`config.mk`:
```
export PLATFORM = sky130hd
export DESIGN_NAME = performance_monitor_error_counters
export DESIGN_NICKNAME = d
export VERILOG_FILES = /design/src/verilog/performance_monitor_pkg.sv /design/src/verilog/sat_counter.sv /design/src/verilog/performance_monitor_error_counters.sv
export SDC_FILE = /design/constraint.sdc
export NUM_CORES = 1
export LEC_CHECK = 0
export BUFFER_PORTS_ARGS = -buffer_cell sky130_fd_sc_hd__buf_2
export CAP_MARGIN = 0
export CORE_MARGIN = 2
export CORE_UTILIZATION = 60
export CTS_BUF_LIST = sky130_fd_sc_hd__clkbuf_4
export DETAILED_ROUTE_END_ITERATION = 8
export PLACE_DENSITY = 0.93
export SLEW_MARGIN = 25
export SYNTH_ARGS = -nofsm -noshare
export SYNTH_HDL_FRONTEND = slang
export SYNTH_SLANG_ARGS = --single-unit
export TNS_END_PERCENT = 5
```
`constraint.sdc`:
```
create_clock -name aclk -period 5 [get_ports aclk]
set_input_delay 1 -clock aclk [delete_from_list [all_inputs] [get_ports aclk]]
set_output_delay 1 -clock aclk [all_outputs]
set_load 0.05 [all_outputs]
```
`src/verilog/performance_monitor_pkg.sv`:
```
`default_nettype none
package performance_monitor_pkg;

    ////////////////////////////////////////////////////////////////////
    // bus geometry
    localparam int unsigned ADDR_W   = 16;
    localparam int unsigned DATA_W   = 32;
    localparam int unsigned IDX_W    = 14;

    ////////////////////////////////////////////////////////////////////
    // register indices, byte address is four times the index
    localparam logic [IDX_W-1:0] TX_SLIP_IDX    = 14'h090f;
    localparam logic [IDX_W-1:0] ZV_HIGH_IDX    = 14'h0910;
    localparam logic [IDX_W-1:0] ZV_LOW_IDX     = 14'h0911;
    localparam logic [IDX_W-1:0] FCS2_IDX       = 14'h091c;
    localparam logic [IDX_W-1:0] IRQ_STATUS_IDX = 14'h0920;
    localparam logic [IDX_W-1:0] IRQ_MASK_IDX   = 14'h0921;

    ////////////////////////////////////////////////////////////////////
    // counter widths and values after reset
    localparam int unsigned SLIP_W      = 8;
    localparam int unsigned ZV_W        = 16;
    localparam int unsigned FCS_W       = 8;
    localparam logic [7:0]  CNT8_RESET  = 8'h00;
    localparam logic [15:0] CNT16_RESET = 16'h0000;

    ////////////////////////////////////////////////////////////////////
    // interrupt status and mask layout
    localparam int unsigned EV_N         = 3;
    localparam int unsigned EV_TX_SLIP   = 0;
    localparam int unsigned EV_ZERO_VIOL = 1;
    localparam int unsigned EV_FCS2      = 2;
    localparam logic [2:0]  IRQ_RESET    = 3'h0;

    ////////////////////////////////////////////////////////////////////
    // bus responses
    localparam logic [1:0] RESP_OKAY   = 2'h0;
    localparam logic [1:0] RESP_SLVERR = 2'h2;

    typedef struct packed {
        logic tx_slip_repeat;
        logic tx_slip_drop;
        logic zero_violation_events;
        logic link_ctrl2_checksum_errors;
    } performance_monitor_events_t;

endpackage : performance_monitor_pkg
`default_nettype wire

```
`src/verilog/sat_counter.sv`:
```
`timescale 1ns/1ps
`default_nettype none
module sat_counter #(
    parameter int unsigned W = 8
) (
    input  wire logic         aclk,
    input  wire logic         aresetn,
    input  wire logic         ce,
    input  wire logic         inc,
    input  wire logic         clr,
    input  wire logic         sub_en,
    input  wire logic [W-1:0] sub_val,
    output var  logic [W-1:0] count
);

    logic [W-1:0] base;
    logic [W-1:0] count_next;

    // clearing read first, then the event of the same cycle on top
    assign base = clr    ? '0 :
                  sub_en ? count - sub_val :
                  count;

    assign count_next = (inc && base != '1) ? base + 1'b1 : base;

    always_ff @(posedge aclk) begin
        if (!aresetn) begin
            count <= '0;
        end else if (ce) begin
            count <= count_next;
        end
    end

endmodule : sat_counter
`default_nettype wire

```
`src/verilog/performance_monitor_error_counters.sv`:
```
// Behaviour
// an 8-bit transmit slip counter rises by one per transmit slip.
// a slip is a frame repeated or dropped by the transmit slip buffer.
// each counter holds events since last read; a read clears the 8-bit counters, R7 the 16-bit one.
// a 16-bit counter rises once per excessive-zero violation.
// the violation count reads as an upper byte and a lower byte.
// software reads the upper byte before the lower byte.
// only an upper read then a lower read clears the 16-bit counter.
// an 8-bit counter counts checksum errors of the second link controller.
// counters stop at all ones and keep an event met by a clearing read.
`timescale 1ns/1ps
`default_nettype none
module performance_monitor_error_counters (
    input  wire logic                     aclk,
    input  wire logic                     aresetn,
    input  wire logic                     ce,
    input  wire performance_monitor_pkg::performance_monitor_events_t   events,
    input  wire logic [performance_monitor_pkg::ADDR_W-1:0] awaddr,
    input  wire logic                     awvalid,
    output var  logic                     awready,
    input  wire logic [performance_monitor_pkg::DATA_W-1:0] wdata,
    input  wire logic [3:0]               wstrb,
    input  wire logic                     wvalid,
    output var  logic                     wready,
    output var  logic [1:0]               bresp,
    output var  logic                     bvalid,
    input  wire logic                     bready,
    input  wire logic [performance_monitor_pkg::ADDR_W-1:0] araddr,
    input  wire logic                     arvalid,
    output var  logic                     arready,
    output var  logic [performance_monitor_pkg::DATA_W-1:0] rdata,
    output var  logic [1:0]               rresp,
    output var  logic                     rvalid,
    input  wire logic                     rready,
    output var  logic                     irq
);

    ////////////////////////////////////////////////////////////////////
    // declarations

    logic                          aw_got_reg;
    logic                          aw_got_next;
    logic                          w_got_reg;
    logic                          w_got_next;
    logic [performance_monitor_pkg::IDX_W-1:0]    w_idx_reg;
    logic [performance_monitor_pkg::EV_N-1:0]     wdata_reg;
    logic                          wstrb0_reg;

    logic                          aw_hs;
    logic                          w_hs;
    logic                          ar_hs;
    logic                          do_write;

    logic                          bvalid_next;
    logic [1:0]                    bresp_next;
    logic                          rvalid_next;
    logic [performance_monitor_pkg::DATA_W-1:0]   rdata_next;
    logic [1:0]                    rresp_next;

    logic [performance_monitor_pkg::IDX_W-1:0]    ar_idx;
    logic                          ar_slip;
    logic                          ar_zvh;
    logic                          ar_zvl;
    logic                          ar_fcs;
    logic                          ar_stat;
    logic                          ar_mask;
    logic                          ar_hit;

    logic                          wr_stat;
    logic                          wr_mask;
    logic                          wr_hit;

    logic [performance_monitor_pkg::SLIP_W-1:0]   slip_cnt;
    logic [performance_monitor_pkg::ZV_W-1:0]     zv_cnt;
    logic [performance_monitor_pkg::FCS_W-1:0]    fcs_cnt;

    logic [performance_monitor_pkg::ZV_W-1:0]     zv_snap_reg;
    logic                          zv_armed_reg;
    logic                          zv_armed_next;
    logic                          zv_clear;
    logic [7:0]                    zv_low_byte;

    logic                          slip_event;
    logic                          slip_clear;
    logic                          fcs_clear;

    logic [performance_monitor_pkg::EV_N-1:0]     ev_vec;
    logic [performance_monitor_pkg::EV_N-1:0]     status_reg;
    logic [performance_monitor_pkg::EV_N-1:0]     status_next;
    logic [performance_monitor_pkg::EV_N-1:0]     w1c_bits;
    logic [performance_monitor_pkg::EV_N-1:0]     mask_reg;
    logic [performance_monitor_pkg::EV_N-1:0]     mask_next;

    ////////////////////////////////////////////////////////////////////
    // write channel: address and data taken in either order

    assign aw_hs = awvalid && awready;
    assign w_hs  = wvalid && wready;

    // the write happens once both halves are held and no answer waits
    assign do_write = aw_got_reg && w_got_reg && !bvalid;

    assign aw_got_next = aw_got_reg ? !do_write : aw_hs;
    assign w_got_next  = w_got_reg  ? !do_write : w_hs;

    assign wr_stat = w_idx_reg == performance_monitor_pkg::IRQ_STATUS_IDX;
    assign wr_mask = w_idx_reg == performance_monitor_pkg::IRQ_MASK_IDX;

    // counters are mapped but read only: writes to them are ignored
    assign wr_hit = wr_stat || wr_mask ||
                    w_idx_reg == performance_monitor_pkg::TX_SLIP_IDX ||
                    w_idx_reg == performance_monitor_pkg::ZV_HIGH_IDX ||
                    w_idx_reg == performance_monitor_pkg::ZV_LOW_IDX  ||
                    w_idx_reg == performance_monitor_pkg::FCS2_IDX;

    assign bvalid_next = do_write || (bvalid && !bready);
    assign bresp_next  = do_write ?
                         (wr_hit ? performance_monitor_pkg::RESP_OKAY
                                 : performance_monitor_pkg::RESP_SLVERR) :
                         bresp;

    always_ff @(posedge aclk) begin
        if (!aresetn) begin
            aw_got_reg <= 1'b0;
            awready    <= 1'b0;
            w_got_reg  <= 1'b0;
            wready     <= 1'b0;
            bvalid     <= 1'b0;
            bresp      <= performance_monitor_pkg::RESP_OKAY;
        end else if (ce) begin
            aw_got_reg <= aw_got_next;
            awready    <= !aw_got_next;
            w_got_reg  <= w_got_next;
            wready     <= !w_got_next;
            bvalid     <= bvalid_next;
            bresp      <= bresp_next;
        end
    end

    always_ff @(posedge aclk) begin
        if (!aresetn) begin
            w_idx_reg  <= '0;
            wdata_reg  <= '0;
            wstrb0_reg <= 1'b0;
        end else if (ce) begin
            if (aw_hs) begin
                w_idx_reg <= awaddr[performance_monitor_pkg::ADDR_W-1:2];
            end
            if (w_hs) begin
                wdata_reg  <= wdata[performance_monitor_pkg::EV_N-1:0];
                wstrb0_reg <= wstrb[0];
            end
        end
    end

    ////////////////////////////////////////////////////////////////////
    // read channel: one read at a time, answer one cycle after taking

    assign ar_hs  = arvalid && arready;
    assign ar_idx = araddr[performance_monitor_pkg::ADDR_W-1:2];

    assign ar_slip = ar_idx == performance_monitor_pkg::TX_SLIP_IDX;
    assign ar_zvh  = ar_idx == performance_monitor_pkg::ZV_HIGH_IDX;
    assign ar_zvl  = ar_idx == performance_monitor_pkg::ZV_LOW_IDX;
    assign ar_fcs  = ar_idx == performance_monitor_pkg::FCS2_IDX;
    assign ar_stat = ar_idx == performance_monitor_pkg::IRQ_STATUS_IDX;
    assign ar_mask = ar_idx == performance_monitor_pkg::IRQ_MASK_IDX;
    assign ar_hit  = ar_slip || ar_zvh || ar_zvl ||
                     ar_fcs || ar_stat || ar_mask;

    // lower byte comes from the snapshot once the upper byte was read
    assign zv_low_byte = zv_armed_reg ? zv_snap_reg[7:0]
                                      : zv_cnt[7:0];

    assign rdata_next =
        !ar_hs  ? rdata :
        ar_slip ? {24'h000000, slip_cnt} :
        ar_zvh  ? {24'h000000, zv_cnt[15:8]} :
        ar_zvl  ? {24'h000000, zv_low_byte} :
        ar_fcs  ? {24'h000000, fcs_cnt} :
        ar_stat ? {29'h0, status_reg} :
        ar_mask ? {29'h0, mask_reg} :
        32'h00000000;

    assign rresp_next = !ar_hs ? rresp :
                        ar_hit ? performance_monitor_pkg::RESP_OKAY
                               : performance_monitor_pkg::RESP_SLVERR;

    assign rvalid_next = ar_hs || (rvalid && !rready);

    always_ff @(posedge aclk) begin
        if (!aresetn) begin
            arready <= 1'b0;
            rvalid  <= 1'b0;
            rdata   <= '0;
            rresp   <= performance_monitor_pkg::RESP_OKAY;
        end else if (ce) begin
            arready <= !rvalid_next;
            rvalid  <= rvalid_next;
            rdata   <= rdata_next;
            rresp   <= rresp_next;
        end
    end

    ////////////////////////////////////////////////////////////////////
    // transmit slip counter

    // a repeated or a dropped frame is one slip
    assign slip_event = events.tx_slip_repeat ||
                        events.tx_slip_drop;

    assign slip_clear = ar_hs && ar_slip;

    sat_counter #(
        .W       (performance_monitor_pkg::SLIP_W)
    ) u_slip_cnt (
        .aclk    (aclk),
        .aresetn (aresetn),
        .ce      (ce),
        .inc     (slip_event),
        .clr     (slip_clear),
        .sub_en  (1'b0),
        .sub_val (performance_monitor_pkg::CNT8_RESET),
        .count   (slip_cnt)
    );

    ////////////////////////////////////////////////////////////////////
    // excessive-zero violation counter, 16 bits

    // the upper read snapshots the count; the lower read then removes
    // exactly the snapshot, so events after the upper read survive
    assign zv_clear = ar_hs && ar_zvl && zv_armed_reg;

    assign zv_armed_next = (ar_hs && ar_zvh) ? 1'b1 :
                           (ar_hs && ar_zvl) ? 1'b0 :
                           zv_armed_reg;

    always_ff @(posedge aclk) begin
        if (!aresetn) begin
            zv_snap_reg  <= performance_monitor_pkg::CNT16_RESET;
            zv_armed_reg <= 1'b0;
        end else if (ce) begin
            zv_armed_reg <= zv_armed_next;
            if (ar_hs && ar_zvh) begin
                zv_snap_reg <= zv_cnt;
            end
        end
    end

    sat_counter #(
        .W       (performance_monitor_pkg::ZV_W)
    ) u_zv_cnt (
        .aclk    (aclk),
        .aresetn (aresetn),
        .ce      (ce),
        .inc     (events.zero_violation_events),
        .clr     (1'b0),
        .sub_en  (zv_clear),
        .sub_val (zv_snap_reg),
        .count   (zv_cnt)
    );

    ////////////////////////////////////////////////////////////////////
    // second link controller checksum error counter

    assign fcs_clear = ar_hs && ar_fcs;

    sat_counter #(
        .W       (performance_monitor_pkg::FCS_W)
    ) u_fcs_cnt (
        .aclk    (aclk),
        .aresetn (aresetn),
        .ce      (ce),
        .inc     (events.link_ctrl2_checksum_errors),
        .clr     (fcs_clear),
        .sub_en  (1'b0),
        .sub_val (performance_monitor_pkg::CNT8_RESET),
        .count   (fcs_cnt)
    );

    ////////////////////////////////////////////////////////////////////
    // interrupt status, mask and output

    assign ev_vec[performance_monitor_pkg::EV_TX_SLIP]   = slip_event;
    assign ev_vec[performance_monitor_pkg::EV_ZERO_VIOL] = events.zero_violation_events;
    assign ev_vec[performance_monitor_pkg::EV_FCS2]      =
        events.link_ctrl2_checksum_errors;

    assign w1c_bits = (do_write && wr_stat && wstrb0_reg) ?
                      wdata_reg : '0;

    // a new event wins over a write-one-to-clear in the same cycle
    assign status_next = (status_reg & ~w1c_bits) | ev_vec;

    assign mask_next = (do_write && wr_mask && wstrb0_reg) ?
                       wdata_reg : mask_reg;

    always_ff @(posedge aclk) begin
        if (!aresetn) begin
            status_reg <= performance_monitor_pkg::IRQ_RESET;
            mask_reg   <= performance_monitor_pkg::IRQ_RESET;
            irq        <= 1'b0;
        end else if (ce) begin
            status_reg <= status_next;
            mask_reg   <= mask_next;
            irq        <= |(status_next & mask_next);
        end
    end

endmodule : performance_monitor_error_counters
`default_nettype wire

```
==> flow_summary.yaml, run 1 <==
die:
  die_area_sq_um: 10800
  core_region_area_sq_um: 9730
  dieWidth_um: 104
  io_pins: 122
  row_count: 36
  initial_core_util_pct: 61.8
  die-height_um: 104
pwr:
  vdd_drop_max_uv: 160
  pwr-share-clk_pct: 29.1
  power.density_nw_per_um2: 206
  power.leakage_uw: 0.00243
  sw_frac_of_total_pct: 31.4
  pwr-share-comb_pct: 13.2
  seqPwrFrac_pct: 57.7
  p_sw_uw: 410
  p_int_uw: 896
synth:
  synthArstFlopShare_pct: 0
  synthFlopType: "dfxtp_1"
  synth_area_leaders: "dfxtp_1, nand2_1, a21boi_0"
  yosysUniqueCellTypes: 79
  yosysSeqAreaShare_pct: 30.3
  syn_inst: 775
  synth_area_leader_cell: "dfxtp_1"
  ys_warn_count: 0
  syn_area_sq_um: 6010
  synth-edff-count: 0
  yosysTopAreaCellShare_pct: 30.3
  ys_seq_elements: 91
  syn_area_per_cell_sq_um: 7.75
placed_design:
  dp_cells: 933
  hpwlAfterDp_um: 10600
  port_buffers: 59
  gp_congestion: 0.918
route:
  vias: 5609
  drc: 0
  drt_iter0_markers: 425
  post_drt_wl_per_cell_um: 15.2
  routed_wl_um: 14400
  drt_pass1_iterations: 5
  postRouteAntennaNets: 0
  viasPerCell: 5.91
finish:
  final_layout_size_suffix_gt1_share_pct: 13.0
  diodes: 0
  syn_to_final_growth_pct: 5.81
  stdcell_count: 949
  final_nets: 911
global_routing:
  track_usage_pct: 26.8
  grt_pass1_wl_um: 24000
  grt_overflow: 0
  grt_start_max_net_pins: 79
  grt_pass1_vias: 4979
  antenna_found_initial: 0
worst_setup_path:
  cp_data_arrival_time_ns: 4.20
  setup.worst_path.start_class: "register"
  worstPathRequired_ns: 5.37
  crit_type: "register to register"
  worstPathMaxFanout: 8
  cp-end-kind: "register"
timing:
  whs_ns: 0.471
  worst_pin_slew_ns: 0.958
  fmax_mhz: 261
  fin_crit_sh_pct: 76.7
  setup_viol: 0
  hold_viol: 0
  finalSetupTns_ns: 0
  fin_crit_ns: 3.83
  slew_headroom_pct: 36.0
  slew_violations: 0
  rsz0062_at_grt: "false"
  clock_skew_ns: 0.0163
hold_path:
  hp-class: "register to register"
cts:
  cts_root_buf: "clkbuf_4"
  htreeDepth: 3
  cts_made_buffers: 9
  insertion_delay_ns: 0.47
  cts_buffer_depth: 2
  cts_setup_buffers: 0
  clkTransAtPathRegs_ns: 0.15
  cts_resized: 0
  cts_tree: "done"
  holdBufCountCts: 0
  clock-sinks: 91
job:
  maxCapViolations: 0
run_status:
  outcome: "completed"
## final timing paths
check	startpoint	endpoint	slack [ns]	depth (start not counted)
max	u_zv_cnt.count[0]$_SDFFE_PN0P_	u_zv_cnt.count[3]$_SDFFE_PN0P_	1.17	14
min	zv_snap_reg[14]$_SDFFE_PN0P_	zv_snap_reg[14]$_SDFFE_PN0P_	0.47	2
min reg2reg	zv_snap_reg[14]$_SDFFE_PN0P_	zv_snap_reg[14]$_SDFFE_PN0P_	0.47	2
max reg2reg	u_zv_cnt.count[0]$_SDFFE_PN0P_	u_zv_cnt.count[3]$_SDFFE_PN0P_	1.17	14
## cell usage after synthesis, drive strengths merged, types with 2 or more instances
cell,number
a221oi,2
xnor2,10
nand2,149
and3,14
or4,3
a21oi,50
a222oi,2
nand3,28
dfxtp,91
clkbuf,30
o22a,2
inv,26
a2111oi,2
xor2,14
ha,19
a31o,2
a22oi,5
a21boi,39
o21ai,42
o31ai,5
a32o,2
or3,6
buf,34
and2,20
o21a,2
nand4,12
nor4bb,3
o22ai,2
mux2i,28
a21o,7
nor3,11
a31oi,7
and4,5
nor2,30
nand3b,8
nor4b,4
nor4,3
nor2b,24
a211oi,6
o211ai,7
## kinds of logic (layout without fill, tap and decap cells)
kind of cell             Yosys count  after routing  share of synthesized area (%)
flip-flops                        91             91                           30.3
other                              1             26                         0.0624
XOR/XNOR                          24             24                           3.50
multiplexers                      29             29                           4.91
adder cells (fa/ha/maj)           20             20                           4.29
AND/OR/NAND/NOR                  325            325                           27.4
AO/OA/AOI/OAI                    195            195                           21.9
buffers and inverters             90            106                           7.66
## routing by layer
layer  vias up  share of wire, %  wire length, um  GRT usage [%]
met1      2571                43             6260           35.5
li1       2766                 -                -              -
met4         0               2.7              396           9.75
met5         -                 0                0              0
met3        36               7.6             1090           4.70
met2       236                46             6650           43.9
## power by group through the flow
stage / combinational [uW] / clock (uW) / sequential [uW]
2_1_floorplan: 132 / 0 / 780
3_5_place_dp: 171 / 0 / 770
4_1_cts: 171 / 384 / 754
6_report: 172 / 380 / 755
5_1_grt: 186 / 415 / 757
3_3_place_gp: 168 / 0 / 769
## metrics by stage
| stage | power, uW | utilization (%) | worst slack (ns) | area, sq um |
|---|---|---|---|---|
| 6_report | 1310 | 65.3 | 1.17 | 6360 |
| 5_1_grt | 1360 | 65.3 | 0.940 | 6360 |
| 4_1_cts | 1310 | 65.3 | 1.24 | 6360 |
| 3_5_place_dp | 941 | 64.1 | 0.787 | 6240 |
| 3_3_place_gp | 937 | 64.1 | 0.827 | 6240 |
| 2_1_floorplan | 913 | - | 1.26 | 6100 |
## worst max-delay path: stages (launching register included)
cell and delay (ns):
dfxtp_1 0.37, inv_1 0.09, ha_1 0.14, inv_1 0.04
fa_1 0.42, a21o_1 0.22, a21oi_1 0.18, xor2_1 0.13
nor4b_1 0.60, a21oi_2 0.17, a21oi_2 0.27, and4_4 0.33
a21o_2 0.21, mux2_2 0.36, a31o_2 0.21
## area by class of cell
| type | instances | area (sq um) |
|---|---|---|
| Tap cell | 133 | 166 |
| Clock buffer | 9 | 67.6 |
| Timing Repair Buffer | 64 | 333 |
| Multi-Input combinational cell | 619 | 3820 |
| Inverter | 26 | 97.6 |
| Clock inverter | 7 | 51.3 |
| Fill cell | 832 | 3370 |
| Sequential cell | 91 | 1820 |
## cells in the final DEF (no fill, tap or decap), types with 5 or more instances in the layout
master,count
o21ai_0,37
xnor2_1,10
a31oi_1,6
o211ai_1,7
a211oi_1,6
a22oi_1,5
ha_1,19
conb_1,26
buf_4,5
a21o_1,6
nor2_1,28
nand2_1,149
nor3_1,9
nor2b_1,24
xor2_1,14
a21boi_0,38
nand3b_1,8
and3_1,14
a21oi_2,6
inv_1,26
clkbuf_4,9
mux2i_1,27
or3_1,6
and2_1,18
dfxtp_1,91
o31ai_1,5
o21ai_1,5
buf_2,59
nand4_1,11
a21oi_1,44
nand3_1,27
Power figures use the tool's default switching activity.
==> inputs of run 2 (changes only) <==
--- a/config.mk
+++ b/config.mk
@@ -8,10 +8,10 @@
 export BUFFER_PORTS_ARGS = -buffer_cell sky130_fd_sc_hd__buf_2
 export CAP_MARGIN = 0
 export CORE_MARGIN = 2
-export CORE_UTILIZATION = 60
+export CORE_UTILIZATION = 58
 export CTS_BUF_LIST = sky130_fd_sc_hd__clkbuf_4
 export DETAILED_ROUTE_END_ITERATION = 8
-export PLACE_DENSITY = 0.93
+export PLACE_DENSITY = 0.91
 export SLEW_MARGIN = 25
 export SYNTH_ARGS = -nofsm -noshare
 export SYNTH_HDL_FRONTEND = slang
==> constraint.sdc (replaced) <==
create_clock -name aclk -period 3.85 [get_ports aclk]
set_input_delay 0.77 -clock aclk [delete_from_list [all_inputs] [get_ports aclk]]
set_output_delay 0.77 -clock aclk [all_outputs]
set_load 0.05 [all_outputs]
==> flow_summary.yaml, run 2 (same netlist as run 1, synthesis figures left out) <==
route:
  viasPerCell: 5.90
  routed_wl_um: 14600
  drt_iter0_markers: 467
  drt_pass1_iterations: 5
  drc: 0
  postRouteAntennaNets: 0
  vias: 5713
  post_drt_wl_per_cell_um: 15.1
global_routing:
  grt_overflow: 0
  grt_pass1_wl_um: 24500
  track_usage_pct: 27.1
  grt_pass1_vias: 5262
  grt_start_max_net_pins: 78
  antenna_found_initial: 0
cts:
  cts_resized: 0
  insertion_delay_ns: 0.46
  htreeDepth: 3
  cts_setup_buffers: 0
  clkTransAtPathRegs_ns: 0.16
  cts_tree: "done"
  clock-sinks: 91
  holdBufCountCts: 0
  cts_buffer_depth: 2
  cts_root_buf: "clkbuf_4"
  cts_made_buffers: 9
worst_setup_path:
  crit_type: "register to register"
  crit_path_cell_trace: "inv_1 > ha_1 > inv_1 > fa_1 > a21o_1 > a221oi_4 > o21ai_1 > a21boi_1 > xor2_1 > o21ai_1 > and4_4 > a21o_2 > mux2_2 > a31o_2"
  cp_data_arrival_time_ns: 3.97
  max_stage_delay_ns: 0.40
  setup.worst_path.start_class: "register"
  worstPathRequired_ns: 4.22
  r2r_cells: 14
  worstPathMaxFanout: 5
  cp-end-kind: "register"
  cp_slowest_cell: "fa_1"
timing:
  fin_crit_sh_pct: 93.3
  fmax_mhz: 278
  fin_crit_ns: 3.59
  worst_pin_slew_ns: 0.950
  fin_ws_ns: 0.257
  finalSetupTns_ns: 0
  slew_headroom_pct: 36.5
  rsz0062_at_grt: "false"
  setup_viol: 0
  hold_viol: 0
  clock_skew_ns: 0.0217
  slew_violations: 0
finish:
  layout_common_cells: "nand2_1, dfxtp_1, buf_2"
  final_common_cell: "nand2_1"
  fill_cells: 864
  syn_to_final_growth_pct: 8.16
  diodes: 0
  final_nets: 928
  final_layout_size_suffix_gt1_share_pct: 14.8
placed_design:
  port_buffers: 59
  pre_cts_ws_ns: 0.0507
  hpwlAfterDp_um: 10900
  gp_congestion: 0.974
die:
  initial_core_util_pct: 59.0
  die_area_sq_um: 11200
  dieWidth_um: 106
  die-height_um: 106
  row_count: 37
  io_pins: 122
  core_region_area_sq_um: 10200
hold_path:
  whs_path_depth: 2
  hp-class: "register to register"
pwr:
  power.leakage_uw: 0.00252
  p_total_uw: 1730
  power.density_nw_per_um2: 266
  vdd_drop_max_uv: 222
job:
  maxCapViolations: 0
run_status:
  outcome: "completed"
## run 2: cell count changes in the layout (fill, tap and decap cells not counted), sizes merged
cell,previous run,this run
clkinv,4,0
buf,64,81
clkbuf,9,10
inv,28,31
## run 2: report_power, final
part | switching, uW | total [uW] | internal (uW)
combinational | 160 | 228 | 68.1
sequential | 18.1 | 979 | 961
clock | 368 | 522 | 154
## run 2: worst paths after layout
kind	to	slack (ns)	from
setup / recovery	u_zv_cnt.count[3]$_SDFFE_PN0P_	0.26	u_zv_cnt.count[0]$_SDFFE_PN0P_
hold / removal	zv_snap_reg[12]$_SDFFE_PN0P_	0.47	zv_snap_reg[12]$_SDFFE_PN0P_
setup reg to reg	u_zv_cnt.count[3]$_SDFFE_PN0P_	0.26	u_zv_cnt.count[0]$_SDFFE_PN0P_
hold reg to reg	zv_snap_reg[12]$_SDFFE_PN0P_	0.47	zv_snap_reg[12]$_SDFFE_PN0P_
## run 2: through the flow
stage	util, %	cells	instance area, sq um	hold slack, ns
3_3_place_gp	62.5	953	6370	0.451
6_report	63.8	969	6500	0.474
4_1_cts	63.8	969	6500	0.478
3_5_place_dp	62.5	953	6370	0.457
2_1_floorplan	-	800	6100	0.436
5_1_grt	63.8	969	6500	0.500
## run 2: critical path, delay by kind of cell (launching register included)
| family | cells | cell delay, ns |
|---|---|---|
| flip-flops | 1 | 0.38 |
| adder cells (fa/ha/maj) | 2 | 0.54 |
| AO/OA/AOI/OAI | 7 | 1.69 |
| XOR/XNOR | 1 | 0.10 |
| AND/OR/NAND/NOR | 1 | 0.32 |
| buffers and inverters | 2 | 0.14 |
| multiplexers | 1 | 0.34 |
## run 2: cell type report
| type | count | area [sq um] | area share [%] |
|---|---|---|---|
| flip-flops and latches | 91 | 1820 | 28.0 |
| repair buffers | 81 | 460 | 7.09 |
| well taps | 136 | 170 | 2.62 |
| clock buffers | 10 | 75.1 | 1.16 |
| clock inverters | 6 | 53.8 | 0.828 |
| multi-input cells | 619 | 3820 | 58.8 |
| inverters | 26 | 97.6 | 1.50 |
## run 2: per-layer routing
layer  share of wire (%)  track usage [%]
met1                  41             33.8
met2                  48             46.6
met3                 8.8             5.19
met4                 2.2             9.77
met5                   0                0
